`src/rtl/cfd_pkg.sv`:
```
// constants shared by the configuration fuse decoder
//
// Overview of operation
// - Threshold field bits 4:3 of the first byte picks the trip level, 11 lowest and 00 highest.
// - Brown-out mode 11 keeps brown-out reset always on and ignores the software enable.
// - Brown-out mode 10 keeps brown-out reset on except in sleep and ignores the software enable.
// - Brown-out mode 01 turns brown-out reset on only while the software enable is set.
// - Brown-out mode 00 keeps brown-out reset off whatever software does.
// - Power-up delay enable at bit 0 of the first byte is active low.
// - Power-up delay and brown-out reset are decoded independently of each other.
// - Watchdog postscale field bits 4:1 selects a divide ratio of two to the power of the code.
// - Watchdog runs when the hardware enable is 1, else only while the software enable is set.
// - External reset pin enable 1 makes the shared pin a reset and blocks its input, 0 the reverse.
// - Secondary timer oscillator low-power bit set gives low power, clear gives higher power.
// - Port analog default bit sets the reset value of the analog config register for pins 4:0.
// - Capture/compare two mux bit routes it to port c pin one when set, port b pin three when clear.
// - Unimplemented bits of every configuration byte always read back as zero.
`default_nettype none

package cfd_pkg;

  // register indexes (byte address is four times the index)
  localparam logic [21:0] CFD_IDX_BOR_POWERUP_DELAY_TIMER = 22'h300002;
  localparam logic [21:0] CFD_IDX_WDOG     = 22'h300003;
  localparam logic [21:0] CFD_IDX_PIN_OSC  = 22'h300005;
  localparam logic [21:0] CFD_IDX_DBG_CORE = 22'h300006;
  localparam logic [21:0] CFD_IDX_SW_CTRL  = 22'h300010;
  localparam logic [21:0] CFD_IDX_STATUS   = 22'h300011;

  // implemented-bit masks per configuration byte
  localparam logic [7:0] CFD_MASK_BOR_POWERUP_DELAY_TIMER = 8'h1f;
  localparam logic [7:0] CFD_MASK_WDOG     = 8'h1f;
  localparam logic [7:0] CFD_MASK_PIN_OSC  = 8'h87;
  localparam logic [7:0] CFD_MASK_DBG_CORE = 8'hfd;

  // unprogrammed values of each byte
  localparam logic [7:0] CFD_BLANK_BOR_POWERUP_DELAY_TIMER = 8'h1f;
  localparam logic [7:0] CFD_BLANK_WDOG     = 8'h1f;
  localparam logic [7:0] CFD_BLANK_PIN_OSC  = 8'h87;
  localparam logic [7:0] CFD_BLANK_DBG_CORE = 8'hbd;

  // field positions, first byte
  localparam int CFD_BORV_HI   = 4;
  localparam int CFD_BORV_LO   = 3;
  localparam int CFD_BOREN_HI  = 2;
  localparam int CFD_BOREN_LO  = 1;
  localparam int CFD_POWERUP_DELAY_ENABLE_N_N  = 0;
  // second byte
  localparam int CFD_WDPS_HI   = 4;
  localparam int CFD_WDPS_LO   = 1;
  localparam int CFD_WDEN      = 0;
  // third byte
  localparam int CFD_XRST_EN   = 7;
  localparam int CFD_T1_LOWPWR = 2;
  localparam int CFD_PB_ANALOG = 1;
  localparam int CFD_CAPTURE_COMPARE_TWO_MUX  = 0;
  // fourth byte
  localparam int CFD_EXTENDED_INSTR_ENABLE     = 6;
  localparam int CFD_DBGPORT   = 3;

  // software control register bits
  localparam int CFD_SW_BOR    = 0;
  localparam int CFD_SW_WDOG   = 1;
  localparam logic [1:0] CFD_SW_RESET = 2'h0;

  // brown-out enable modes
  localparam logic [1:0] CFD_BOR_ALWAYS   = 2'h3;
  localparam logic [1:0] CFD_BOR_NO_SLEEP = 2'h2;
  localparam logic [1:0] CFD_BOR_SOFTWARE = 2'h1;
  localparam logic [1:0] CFD_BOR_OFF      = 2'h0;

  localparam int CFD_ANALOG_PINS = 5;

endpackage : cfd_pkg

`default_nettype wire

```
`src/rtl/cfd_sample.sv`:
```
// one-shot capture of the configuration bytes after reset release
`default_nettype none

module cfd_sample
  import cfd_pkg::*;
(
  input  wire logic       pclk,
  input  wire logic       presetn,
  input  wire logic       pclken,
  input  wire logic       nvm_programmed,
  input  wire logic [7:0] nvm_bor_powerup_delay_timer,
  input  wire logic [7:0] nvm_wdog,
  input  wire logic [7:0] nvm_pin_osc,
  input  wire logic [7:0] nvm_dbg_core,
  output logic            loaded_r,
  output logic [31:0]     cfg_r
);

  localparam logic [31:0] MASK  = {CFD_MASK_DBG_CORE, CFD_MASK_PIN_OSC,
                                   CFD_MASK_WDOG, CFD_MASK_BOR_POWERUP_DELAY_TIMER};
  localparam logic [31:0] BLANK = {CFD_BLANK_DBG_CORE, CFD_BLANK_PIN_OSC,
                                   CFD_BLANK_WDOG, CFD_BLANK_BOR_POWERUP_DELAY_TIMER};

  logic [31:0] raw;
  logic [31:0] cfg_nxt;

  assign raw = {nvm_dbg_core, nvm_pin_osc, nvm_wdog, nvm_bor_powerup_delay_timer};

  // per bit: blank storage gives the unprogrammed value, holes read zero
  genvar b;
  generate
    for (b = 0; b < 32; b++) begin : g_bit
      assign cfg_nxt[b] = MASK[b] &
                          (nvm_programmed ? raw[b] : BLANK[b]);
    end
  endgenerate

  // capture once at the first enabled edge after release, then freeze;
  // constants under reset so no port value reaches the async path
  always_ff @(posedge pclk or negedge presetn) begin
    if (!presetn) begin
      loaded_r <= 1'b0;
      cfg_r    <= BLANK & MASK;
    end else if (pclken && !loaded_r) begin
      loaded_r <= 1'b1;
      cfg_r    <= cfg_nxt;
    end
  end

endmodule // cfd_sample

`default_nettype wire

```
`src/rtl/cfd_top.sv`:
```
// configuration fuse decoder with apb register access
`default_nettype none

module cfd_top
  import cfd_pkg::*;
(
  input  wire logic        pclk,
  input  wire logic        presetn,
  input  wire logic        pclken,
  // apb slave
  input  wire logic        psel,
  input  wire logic        penable,
  input  wire logic        pwrite,
  input  wire logic [23:0] paddr,
  input  wire logic [31:0] pwdata,
  input  wire logic [3:0]  pstrb,
  output logic             pready,
  output logic [31:0]      prdata,
  output logic             pslverr,
  // nonvolatile storage
  input  wire logic        nvm_programmed,
  input  wire logic [7:0]  nvm_bor_powerup_delay_timer,
  input  wire logic [7:0]  nvm_wdog,
  input  wire logic [7:0]  nvm_pin_osc,
  input  wire logic [7:0]  nvm_dbg_core,
  // device state seen by the decoder
  input  wire logic        sleep_active,
  input  wire logic        ext_reset_pin_n,
  // decoded controls
  output logic             cfg_loaded,
  output logic [1:0]       brownout_threshold_sel,
  output logic             brownout_reset_active,
  output logic             powerup_delay_timer_en,
  output logic [3:0]       watchdog_postscale_sel,
  output logic [15:0]      watchdog_divide_ratio,
  output logic             watchdog_timer_run,
  output logic             ext_reset_req,
  output logic             port_e_pin_three_in,
  output logic             sec_timer_osc_lowpower,
  output logic [4:0]       analog_config_reset_val,
  output logic             capcomp2_on_port_c_pin_one,
  output logic             capcomp2_on_port_b_pin_three,
  output logic             dedicated_debug_port_enable,
  output logic             extended_instr_enable
);

  logic        loaded;
  logic [31:0] cfg;
  logic [7:0]  byte_bor_powerup_delay_timer;
  logic [7:0]  byte_wdog;
  logic [7:0]  byte_pin_osc;
  logic [7:0]  byte_dbg_core;
  logic [1:0]  sw_ctrl_r;
  logic        pready_r;
  logic [31:0] prdata_r;
  logic        pslverr_r;
  logic [21:0] idx;
  logic        addr_aligned;
  logic        hit_cfg;
  logic        hit_sw;
  logic        hit_status;
  logic        setup;
  logic        wr_commit;
  logic [31:0] rd_data;
  logic        rd_err;
  logic [1:0]  bor_mode;
  logic        bor_nxt;
  logic [31:0] status_word;

  // decoded outputs, all registered
  logic        cfg_loaded_r;
  logic [1:0]  bor_thr_r;
  logic        bor_act_r;
  logic        powerup_delay_timer_en_r;
  logic [3:0]  wd_ps_r;
  logic [15:0] wd_div_r;
  logic        wd_run_r;
  logic        xrst_req_r;
  logic        pe3_in_r;
  logic        t1_lp_r;
  logic [4:0]  analog_rst_r;
  logic        capture_compare_two_c1_r;
  logic        capture_compare_two_b3_r;
  logic        dbg_port_r;
  logic        extended_instr_enable_r;

  // configuration bytes are caught once and never written from the bus
  cfd_sample u_sample (
    .pclk           (pclk),
    .presetn        (presetn),
    .pclken         (pclken),
    .nvm_programmed (nvm_programmed),
    .nvm_bor_powerup_delay_timer   (nvm_bor_powerup_delay_timer),
    .nvm_wdog       (nvm_wdog),
    .nvm_pin_osc    (nvm_pin_osc),
    .nvm_dbg_core   (nvm_dbg_core),
    .loaded_r       (loaded),
    .cfg_r          (cfg)
  );

  assign byte_bor_powerup_delay_timer = cfg[7:0];
  assign byte_wdog     = cfg[15:8];
  assign byte_pin_osc  = cfg[23:16];
  assign byte_dbg_core = cfg[31:24];

  // address decode: word aligned index compare
  assign idx          = paddr[23:2];
  assign addr_aligned = (paddr[1:0] == 2'h0);
  assign hit_cfg      = addr_aligned &&
                        (idx == CFD_IDX_BOR_POWERUP_DELAY_TIMER || idx == CFD_IDX_WDOG ||
                         idx == CFD_IDX_PIN_OSC  || idx == CFD_IDX_DBG_CORE);
  assign hit_sw       = addr_aligned && (idx == CFD_IDX_SW_CTRL);
  assign hit_status   = addr_aligned && (idx == CFD_IDX_STATUS);
  assign setup        = psel && !penable;
  assign wr_commit    = psel && penable && pready_r && pwrite && hit_sw &&
                        pstrb[0];

  // decoded state for software to observe
  assign status_word = {17'h0_0000, extended_instr_enable_r, dbg_port_r, capture_compare_two_c1_r, t1_lp_r,
                        xrst_req_r, wd_run_r, wd_ps_r, powerup_delay_timer_en_r, bor_act_r,
                        bor_thr_r, cfg_loaded_r};

  // read mux; config bytes are read-only, so writing them is an error
  always_comb begin
    rd_data = 32'h0000_0000;
    rd_err  = 1'b0;
    if (!addr_aligned) begin
      rd_err = 1'b1;
    end else if (idx == CFD_IDX_BOR_POWERUP_DELAY_TIMER) begin
      rd_data = {24'h000000, byte_bor_powerup_delay_timer};
      rd_err  = pwrite;
    end else if (idx == CFD_IDX_WDOG) begin
      rd_data = {24'h000000, byte_wdog};
      rd_err  = pwrite;
    end else if (idx == CFD_IDX_PIN_OSC) begin
      rd_data = {24'h000000, byte_pin_osc};
      rd_err  = pwrite;
    end else if (idx == CFD_IDX_DBG_CORE) begin
      rd_data = {24'h000000, byte_dbg_core};
      rd_err  = pwrite;
    end else if (hit_sw) begin
      rd_data = {30'h0000_0000, sw_ctrl_r};
    end else if (hit_status) begin
      rd_data = status_word;
      rd_err  = pwrite;
    end else begin
      rd_err = 1'b1; // unmapped
    end
  end

  // apb answer: prepared in setup, one access cycle, no wait states
  always_ff @(posedge pclk or negedge presetn) begin
    if (!presetn) begin
      pready_r  <= 1'b0;
      prdata_r  <= 32'h0000_0000;
      pslverr_r <= 1'b0;
    end else if (pclken) begin
      if (setup) begin
        pready_r  <= 1'b1;
        prdata_r  <= pwrite ? 32'h0000_0000 : rd_data;
        pslverr_r <= rd_err;
      end else begin
        pready_r  <= 1'b0;
        prdata_r  <= 32'h0000_0000;
        pslverr_r <= 1'b0;
      end
    end
  end

  // software enables for brown-out and watchdog, low byte lane only
  always_ff @(posedge pclk or negedge presetn) begin
    if (!presetn) begin
      sw_ctrl_r <= CFD_SW_RESET;
    end else if (pclken && wr_commit) begin
      sw_ctrl_r <= pwdata[1:0];
    end
  end

  // brown-out enable decode; mode 01 is the only one that hears software
  assign bor_mode = byte_bor_powerup_delay_timer[CFD_BOREN_HI:CFD_BOREN_LO];
  always_comb begin
    unique case (bor_mode)
      CFD_BOR_ALWAYS:   bor_nxt = 1'b1;
      CFD_BOR_NO_SLEEP: bor_nxt = !sleep_active;
      CFD_BOR_SOFTWARE: bor_nxt = sw_ctrl_r[CFD_SW_BOR];
      CFD_BOR_OFF:      bor_nxt = 1'b0;
    endcase
  end

  // brown-out and power-up timer outputs, each from its own field
  always_ff @(posedge pclk or negedge presetn) begin
    if (!presetn) begin
      bor_thr_r <= 2'h0;
      bor_act_r <= 1'b0;
      powerup_delay_timer_en_r <= 1'b0;
    end else if (pclken) begin
      bor_thr_r <= byte_bor_powerup_delay_timer[CFD_BORV_HI:CFD_BORV_LO];
      bor_act_r <= loaded && bor_nxt;
      powerup_delay_timer_en_r <= loaded && !byte_bor_powerup_delay_timer[CFD_POWERUP_DELAY_ENABLE_N_N];
    end
  end

  // watchdog: ratio is a one-hot power of two of the postscale code
  always_ff @(posedge pclk or negedge presetn) begin
    if (!presetn) begin
      wd_ps_r  <= 4'h0;
      wd_div_r <= 16'h0001;
      wd_run_r <= 1'b0;
    end else if (pclken) begin
      wd_ps_r  <= byte_wdog[CFD_WDPS_HI:CFD_WDPS_LO];
      wd_div_r <= 16'h0001 << byte_wdog[CFD_WDPS_HI:CFD_WDPS_LO];
      wd_run_r <= loaded && (byte_wdog[CFD_WDEN] ||
                             sw_ctrl_r[CFD_SW_WDOG]);
    end
  end

  // shared reset pin: exactly one of the two functions sees it
  always_ff @(posedge pclk or negedge presetn) begin
    if (!presetn) begin
      xrst_req_r <= 1'b0;
      pe3_in_r   <= 1'b0;
    end else if (pclken) begin
      if (byte_pin_osc[CFD_XRST_EN]) begin
        xrst_req_r <= loaded && !ext_reset_pin_n;
        pe3_in_r   <= 1'b0;
      end else begin
        xrst_req_r <= 1'b0;
        pe3_in_r   <= ext_reset_pin_n;
      end
    end
  end

  // oscillator, analog default and pin routing
  always_ff @(posedge pclk or negedge presetn) begin
    if (!presetn) begin
      t1_lp_r      <= 1'b0;
      analog_rst_r <= 5'h00;
      capture_compare_two_c1_r    <= 1'b0;
      capture_compare_two_b3_r    <= 1'b0;
    end else if (pclken) begin
      t1_lp_r      <= byte_pin_osc[CFD_T1_LOWPWR];
      // the analog register loads this at its own reset, so keep it steady
      analog_rst_r <= {CFD_ANALOG_PINS{byte_pin_osc[CFD_PB_ANALOG]}};
      capture_compare_two_c1_r    <= loaded && byte_pin_osc[CFD_CAPTURE_COMPARE_TWO_MUX];
      capture_compare_two_b3_r    <= loaded && !byte_pin_osc[CFD_CAPTURE_COMPARE_TWO_MUX];
    end
  end

  // debug port and core options; the debug bit is passed as programmed,
  // keeping it clear on small variants is left to the programmer
  always_ff @(posedge pclk or negedge presetn) begin
    if (!presetn) begin
      dbg_port_r   <= 1'b0;
      extended_instr_enable_r      <= 1'b0;
      cfg_loaded_r <= 1'b0;
    end else if (pclken) begin
      dbg_port_r   <= byte_dbg_core[CFD_DBGPORT];
      extended_instr_enable_r      <= byte_dbg_core[CFD_EXTENDED_INSTR_ENABLE];
      cfg_loaded_r <= loaded;
    end
  end

  assign pready                       = pready_r;
  assign prdata                       = prdata_r;
  assign pslverr                      = pslverr_r;
  assign cfg_loaded                   = cfg_loaded_r;
  assign brownout_threshold_sel       = bor_thr_r;
  assign brownout_reset_active        = bor_act_r;
  assign powerup_delay_timer_en       = powerup_delay_timer_en_r;
  assign watchdog_postscale_sel       = wd_ps_r;
  assign watchdog_divide_ratio        = wd_div_r;
  assign watchdog_timer_run           = wd_run_r;
  assign ext_reset_req                = xrst_req_r;
  assign port_e_pin_three_in          = pe3_in_r;
  assign sec_timer_osc_lowpower       = t1_lp_r;
  assign analog_config_reset_val      = analog_rst_r;
  assign capcomp2_on_port_c_pin_one   = capture_compare_two_c1_r;
  assign capcomp2_on_port_b_pin_three = capture_compare_two_b3_r;
  assign dedicated_debug_port_enable  = dbg_port_r;
  assign extended_instr_enable        = extended_instr_enable_r;

endmodule // cfd_top

`default_nettype wire

```
`config.mk`:
```
export PLATFORM = sky130hd
export DESIGN_NAME = cfd_top
export DESIGN_NICKNAME = d
export VERILOG_FILES = /design/src/rtl/cfd_pkg.sv /design/src/rtl/cfd_sample.sv /design/src/rtl/cfd_top.sv
export SDC_FILE = /design/constraint.sdc
export NUM_CORES = 1
export LEC_CHECK = 0
export ABC_CLOCK_PERIOD_IN_PS = 2800
export BUFFER_PORTS_ARGS = -buffer_cell sky130_fd_sc_hd__buf_4
export CORE_ASPECT_RATIO = 0.75
export CORE_MARGIN = 2
export CORE_UTILIZATION = 52
export CTS_BUF_LIST = sky130_fd_sc_hd__clkbuf_4 sky130_fd_sc_hd__clkbuf_8
export DETAILED_ROUTE_END_ITERATION = 7
export GPL_ROUTABILITY_DRIVEN = 0
export PLACE_DENSITY = 0.9
export SETUP_SLACK_MARGIN = 0.1
export SLEW_MARGIN = 20
export SYNTH_ARGS = -nofsm -noshare
export SYNTH_HDL_FRONTEND = slang
export SYNTH_SLANG_ARGS = --single-unit
```
`constraint.sdc`:
```
create_clock -name pclk -period 2.8 [get_ports pclk]
set_clock_uncertainty 0.1 [all_clocks]
set_input_delay 0.42 -clock pclk [delete_from_list [all_inputs] [get_ports pclk]]
set_output_delay 0.42 -clock pclk [all_outputs]
set_load 0.05 [all_outputs]
```
Word-level counts from Yosys, hierarchy flattened:

Cells that the tools add are included.
Widths: inputs -> output; s select.

* word-level logic and storage cells: 98
* output and inout port bits: 72
* memory bits (writable): 0
* register bits: 92
* bits in read-only memories: 0
* bits in latches: 0
* memories: 0
* bits of input ports: 101

* order comparisons: 0
* bitwise gates (word level): 0
* shifts and indexed selects: 1
* multiplexer cells: 42
* div/mod/pow operators: 0
* $add $sub $neg: 0
* $mul: 0
* reductions and logical operators: 25
* equal/unequal tests: 9

Operator list (number)
* $eq 22x22->1 const B: 6
* $mux 32: 4
* $mux 15: 5
* $mux 1: 32
* $logic_and 1x1->1: 16
* $shl 1x4->16 const A: 1
* $logic_not 1->1: 6
* $eq 2x2->1 const B: 2
* $logic_not 2->1: 2
* $pmux 1 s4: 1
* $eq 2x1->1 const B: 1
* $logic_or 1x1->1: 1

Depth between registers and ports, before layout:

* depth after elaboration: 11
* mapped depth: 8
* mapped depth without buffers: 5

Modules after synthesis:

A second synthesis with hierarchy kept.

* cell total of the unflattened synthesis: 391
* area total of the unflattened synthesis: 4095.2 um^2

Modules (own cells, without submodules)
* cfd_top: cells each 308, seq. area each 1327.5 um^2, area each 2924.1 um^2, instances 1
* cfd_sample: cells each 83, seq. area each 575.6 um^2, area each 1171.1 um^2, instances 1

Worst setup path after synthesis:

No wires, ideal clock.

* path kind: input-to-reg
* from: input paddr[11]
* to: register sw_ctrl_r[0]
* library setup time: 125 ps
* data arrival time: 1898 ps
* buffers on the path: 0
* path slack: 677 ps
* cell stages on the path: 5
* path through: nor4_1 > and4_1 > nand3_2 > or4_4 > mux2_4

* longest elaborated chain between the ends: 5

Ends and longest elaborated chain
* from (decl): line cfd_top.sv:14 `input wire logic [23:0] paddr,`
* $eq 22x22->1: line cfd_top.sv:112 `assign hit_sw = addr_aligned && (idx == CFD_IDX_SW_CTRL);`
* $logic_and 1x1->1: line cfd_top.sv:112
* $logic_and 1x1->1 (2 in series): line cfd_top.sv:115 `assign wr_commit = psel && penable && pready_r && pwrite && hit_sw &&`
* $logic_and 1x1->1: line cfd_top.sv:174 `end else if (pclken && wr_commit) begin`
* to (signal assigned): line cfd_top.sv:175 `sw_ctrl_r <= pwdata[1:0];`
* to (decl): line cfd_top.sv:53 `logic [1:0] sw_ctrl_r;`

Every way passes these cells.
A chain may end at the register's enable or synchronous reset.

Final worst setup path:

* from: input paddr[1]
* to: register sw_ctrl_r[0]

* longest elaborated chain between the ends: 5

Ends and longest elaborated chain
* $logic_not 2->1: line cfd_top.sv:108 `assign addr_aligned = (paddr[1:0] == 2'h0);`
* $logic_and 1x1->1: line cfd_top.sv:112
* $logic_and 1x1->1 (2 in series): line cfd_top.sv:115
* $logic_and 1x1->1: line cfd_top.sv:174

Every way passes these cells.

==> results by group <==
Logic synthesis
  • Synthesis-stage register bit count: 75
  • Post-Synthesis Cell Area: 3770 sq um
  • Top cell type's share of synthesized area: 35.8%
  • Adder-Cell Fraction of Synth Area: 0%
  • Fraction of synthesized cell area in xor and xnor cells: 0.232%
  • Gate count after technology mapping: 378
  • Area leader, netlist: dfrtp_1
  • Synth Area in Simple Gates: 20.8%
  • Yosys cell types: 56
  • Largest cells by area after synthesis: dfrtp_1 36%, dfstp_2 15%, nor2b_1 6.0%
  • Yosys Warn Count: 0
  • Largest family of logic cells by synthesized area: simple AND/OR/NAND/NOR gates
  • Seq/Total Area, Yosys: 50.4%
  • Mapped Avg Cell Area: 9.99 sq um
  • Synth Area in Compound Gates: 15.2%
  • Main synth FF type: dfrtp_1
  • Mux cell area share after synthesis: 4.38%
  • Number of synthesized flops with an enable pin: 0
  • Synth async-reset ratio: 100%

Die
  • Boundary pin count: 173
  • Die area: 7960 sq um
  • CORE AREA: 6930 sq um
  • Die span in y: 77.8 um
  • Rows: 26
  • Initial cell density of the core: 54.5%
  • Die W: 102 um

Power and ir drop
  • Leak pwr: between 2 and 2.5 nW
  • P_int: 0.00194 W
  • Power density over the cells: 604 nW/um^2
  • Logic pwr share: 24.4%
  • Sequential fraction of design power: 46.2%
  • Sw frac: 33.1%
  • Clock power frac: 29.4%
  • Net switching power: between 0.0009 and 0.001 W
  • Maximum vdd drop: 0.323 mV

Clock network
  • Resized Gates After CTS: 0
  • Clock Root Buffer: clkbuf_8
  • Reg clk slew, reported paths: ~70 ps
  • Latest clock arrival within the worst-skew pair: 340 ps
  • Hold-fix buffer count after cts: 0
  • Clk sinks: 75
  • H-tree levels: 3
  • Clk buf depth: 2
  • Setup Buffers After CTS: 0
  • CTS buffer count: 9
  • CTS tree: done

Route
  • DR pass1 iterations: 5
  • Remaining antenna violation count: 0
  • Vias: around 3200
  • Residual DRC: 0
  • Vias per Instance: 5.48
  • Final wirelength: between 9 and 10 mm
  • Routed wire per std cell: approximately 16 um
  • Starting DRT DRC Count: around 310

Global routing
  • GRT Resource Usage Total: roughly 25%
  • Grt total ovfl: 0
  • Largest net degree at the start of global routing: 76
  • Initial antenna violation count: 0
  • Vias in the first global route: 3025
  • Global-route wire length before repair: 15.2 mm

STA
  • Slew @ Worst Pin: 898 ps
  • Min Tclk post-route: 2110 ps
  • Count of pins over their slew limit: 0
  • Endpoints failing setup: 0
  • Final worst slack: 686 ps
  • Fmax: 473 MHz
  • Unrepaired setup endpoints after global routing: no
  • Fin. Hold Viols: 0
  • Crit share post-route: 75.5%
  • Setup_tns: 0 ps
  • Hold Slack: 86.3 ps
  • Slew headroom: around two fifths

Setup path
  • Crit path to: sw_ctrl_r[0]
  • Critical Path RT: 2920 ps
  • CP top delay family: simple AND/OR/NAND/NOR gates
  • Largest stage delay, worst path: 520 ps
  • Reg-to-reg critical path startpoint: pready
  • R2r endpoint: sw_ctrl_r[0]
  • Reg2Reg Depth: 3
  • Slowest cell on crit path: or4_4
  • CP arrival: around 2200 ps
  • Crit. path cell count: 6
  • Reg2reg setup slack: between 1000 and 1500 ps
  • CP endpoint kind: flop
  • Crit path from: paddr[1]
  • Crit path max fanout: 4
  • Worst-path cell chain: buf_4 -> nor3b_1 -> nor2b_1 -> nand3_2 -> or4_4 -> mux2_4
  • WP buf/inv: 1
  • Crit path launch type: input port
  • Crit path kind: input port to flop

Cells and area
  • Fill count: between 500 and 600
  • Layout cells sized above 1: 37.8%
  • Final nets: 577
  • Finished Core Util: about 70%
  • Area growth, synth to finish: 26.9%
  • N_diodes: 0

Placement
  • Port bufs: about 110
  • Worst slack, placed: 357 ps
  • Post-DP HPWL: 6.94 mm

Hold path
  • Min-Delay Path Class: input port to async pin

Outcome
  • Status: finished, final reports clean

Flow run
  • Max-Cap Viols: 0
Yosys cell counts, types with 2 or more instances:
master and n:
a31oi_1 2, nand4_1 13, and4_2 2, inv_1 20, nor3b_1 2, a21oi_1 3, nand4b_1 2, nand3_1 15
a31o_1 7, o21ai_0 45, and2_1 2, a31o_2 2, buf_2 2, buf_4 21, and3_2 2, clkbuf_1 22
nor2_1 7, nand2b_1 2, a32o_1 2, o211ai_1 2, a32oi_1 4, dfrtp_1 54, nand2_1 28, dfstp_2 21
mux2_2 12, nor2b_1 36, o21ai_1 2, and3_1 2, nor3_1 3, mux2_4 2, o2bb2ai_1 4, nor4_1 3
a22o_1 9
flip-flops by register name, summed over array words and instances (netlist names), 2 cells and up:
signal	cells
prdata	15
u_sample.cfg_r	21
sw_ctrl_r	2
brownout_threshold_sel	2
watchdog_postscale_sel	4
watchdog_divide_ratio	16
area by class of cell:
type | instances | area [sq um] | area share (%)
Tap cell | 98 | 123 | 2.56
Inverter | 21 | 78.8 | 1.65
Clock inverter | 2 | 35.0 | 0.731
Multi-Input combinational cell | 252 | 1600 | 33.4
Sequential cell | 75 | 1900 | 39.7
Clock buffer | 14 | 174 | 3.63
Timing Repair Buffer | 117 | 878 | 18.3
power by group through the flow:
stage	Combinational (W)	Sequential [W]	Clock, W
2_1_floorplan	0.000297	0.00151	0
3_3_place_gp	0.000692	0.00134	0
3_5_place_dp	0.000706	0.00135	0
4_1_cts	0.000707	0.00133	0.000865
5_1_grt	0.000749	0.00135	0.000917
6_report	0.000705	0.00134	0.000850
placed cells by master (no fill, tap or decap), drive strengths merged, types with 3 or more instances in the layout:
master     n
nor2       8
mux2      14
nor3       3
nor4b      3
nand3     16
inv       20
a21oi      3
o21ai     47
a32oi      4
buf      117
nand2     28
dfstp     21
a31o       9
nor2b     36
and3       4
dfrtp     54
nand4     13
and4       3
conb      17
a22o       9
o2bb2ai    4
clkbuf    14
nor4       3
metal layers:
| layer | vias to the layer above | GRT usage, % | part of all wire (%) |
|---|---|---|---|
| met5 | - | 0 | 0 |
| met4 | 0 | 5.47 | 1.7 |
| met1 | 1511 | 35.1 | 45 |
| met2 | 158 | 37.0 | 45 |
| li1 | 1485 | - | - |
| met3 | 18 | 8.20 | 8.7 |
worst reg2reg max path, delay by kind of cell, from the launching register on:
family | cells | cell delay, ps
flip-flops | 1 | 390
multiplexers | 1 | 320
AND/OR/NAND/NOR | 2 | 560
logic make-up (layout without fill, tap and decap cells):
| kind of cell | Yosys count | in the layout |
|---|---|---|
| multiplexers | 14 | 14 |
| AO/OA/AOI/OAI | 88 | 88 |
| buffers and inverters | 67 | 154 |
| XOR/XNOR | 1 | 1 |
| flip-flops | 75 | 75 |
| AND/OR/NAND/NOR | 132 | 132 |
| other | 1 | 17 |
worst min path at each step:
stage                  startpoint                    endpoint  slack, ps  cells after the start
2_1_floorplan             presetn  analog_config_reset_val[0]         20                      0
3_3_place_gp   u_sample.cfg_r[28]          u_sample.cfg_r[28]        370                      2
3_5_place_dp   u_sample.cfg_r[28]          u_sample.cfg_r[28]        380                      2
4_1_cts                   presetn      sec_timer_osc_lowpower        140                      1
5_1_grt                   presetn                  prdata[11]        160                      1
6_report                  presetn      sec_timer_osc_lowpower         90                      1
per-stage QoR:
stage / power [W] / cell area (sq um) / cells
2_1_floorplan: 0.00180 / 3830 / 394
3_3_place_gp: 0.00203 / 4580 / 563
5_1_grt: 0.00302 / 4790 / 579
4_1_cts: 0.00291 / 4790 / 579
3_5_place_dp: 0.00205 / 4580 / 563
6_report: 0.00289 / 4790 / 579
No activity file was read; power rests on OpenSTA's default activity.
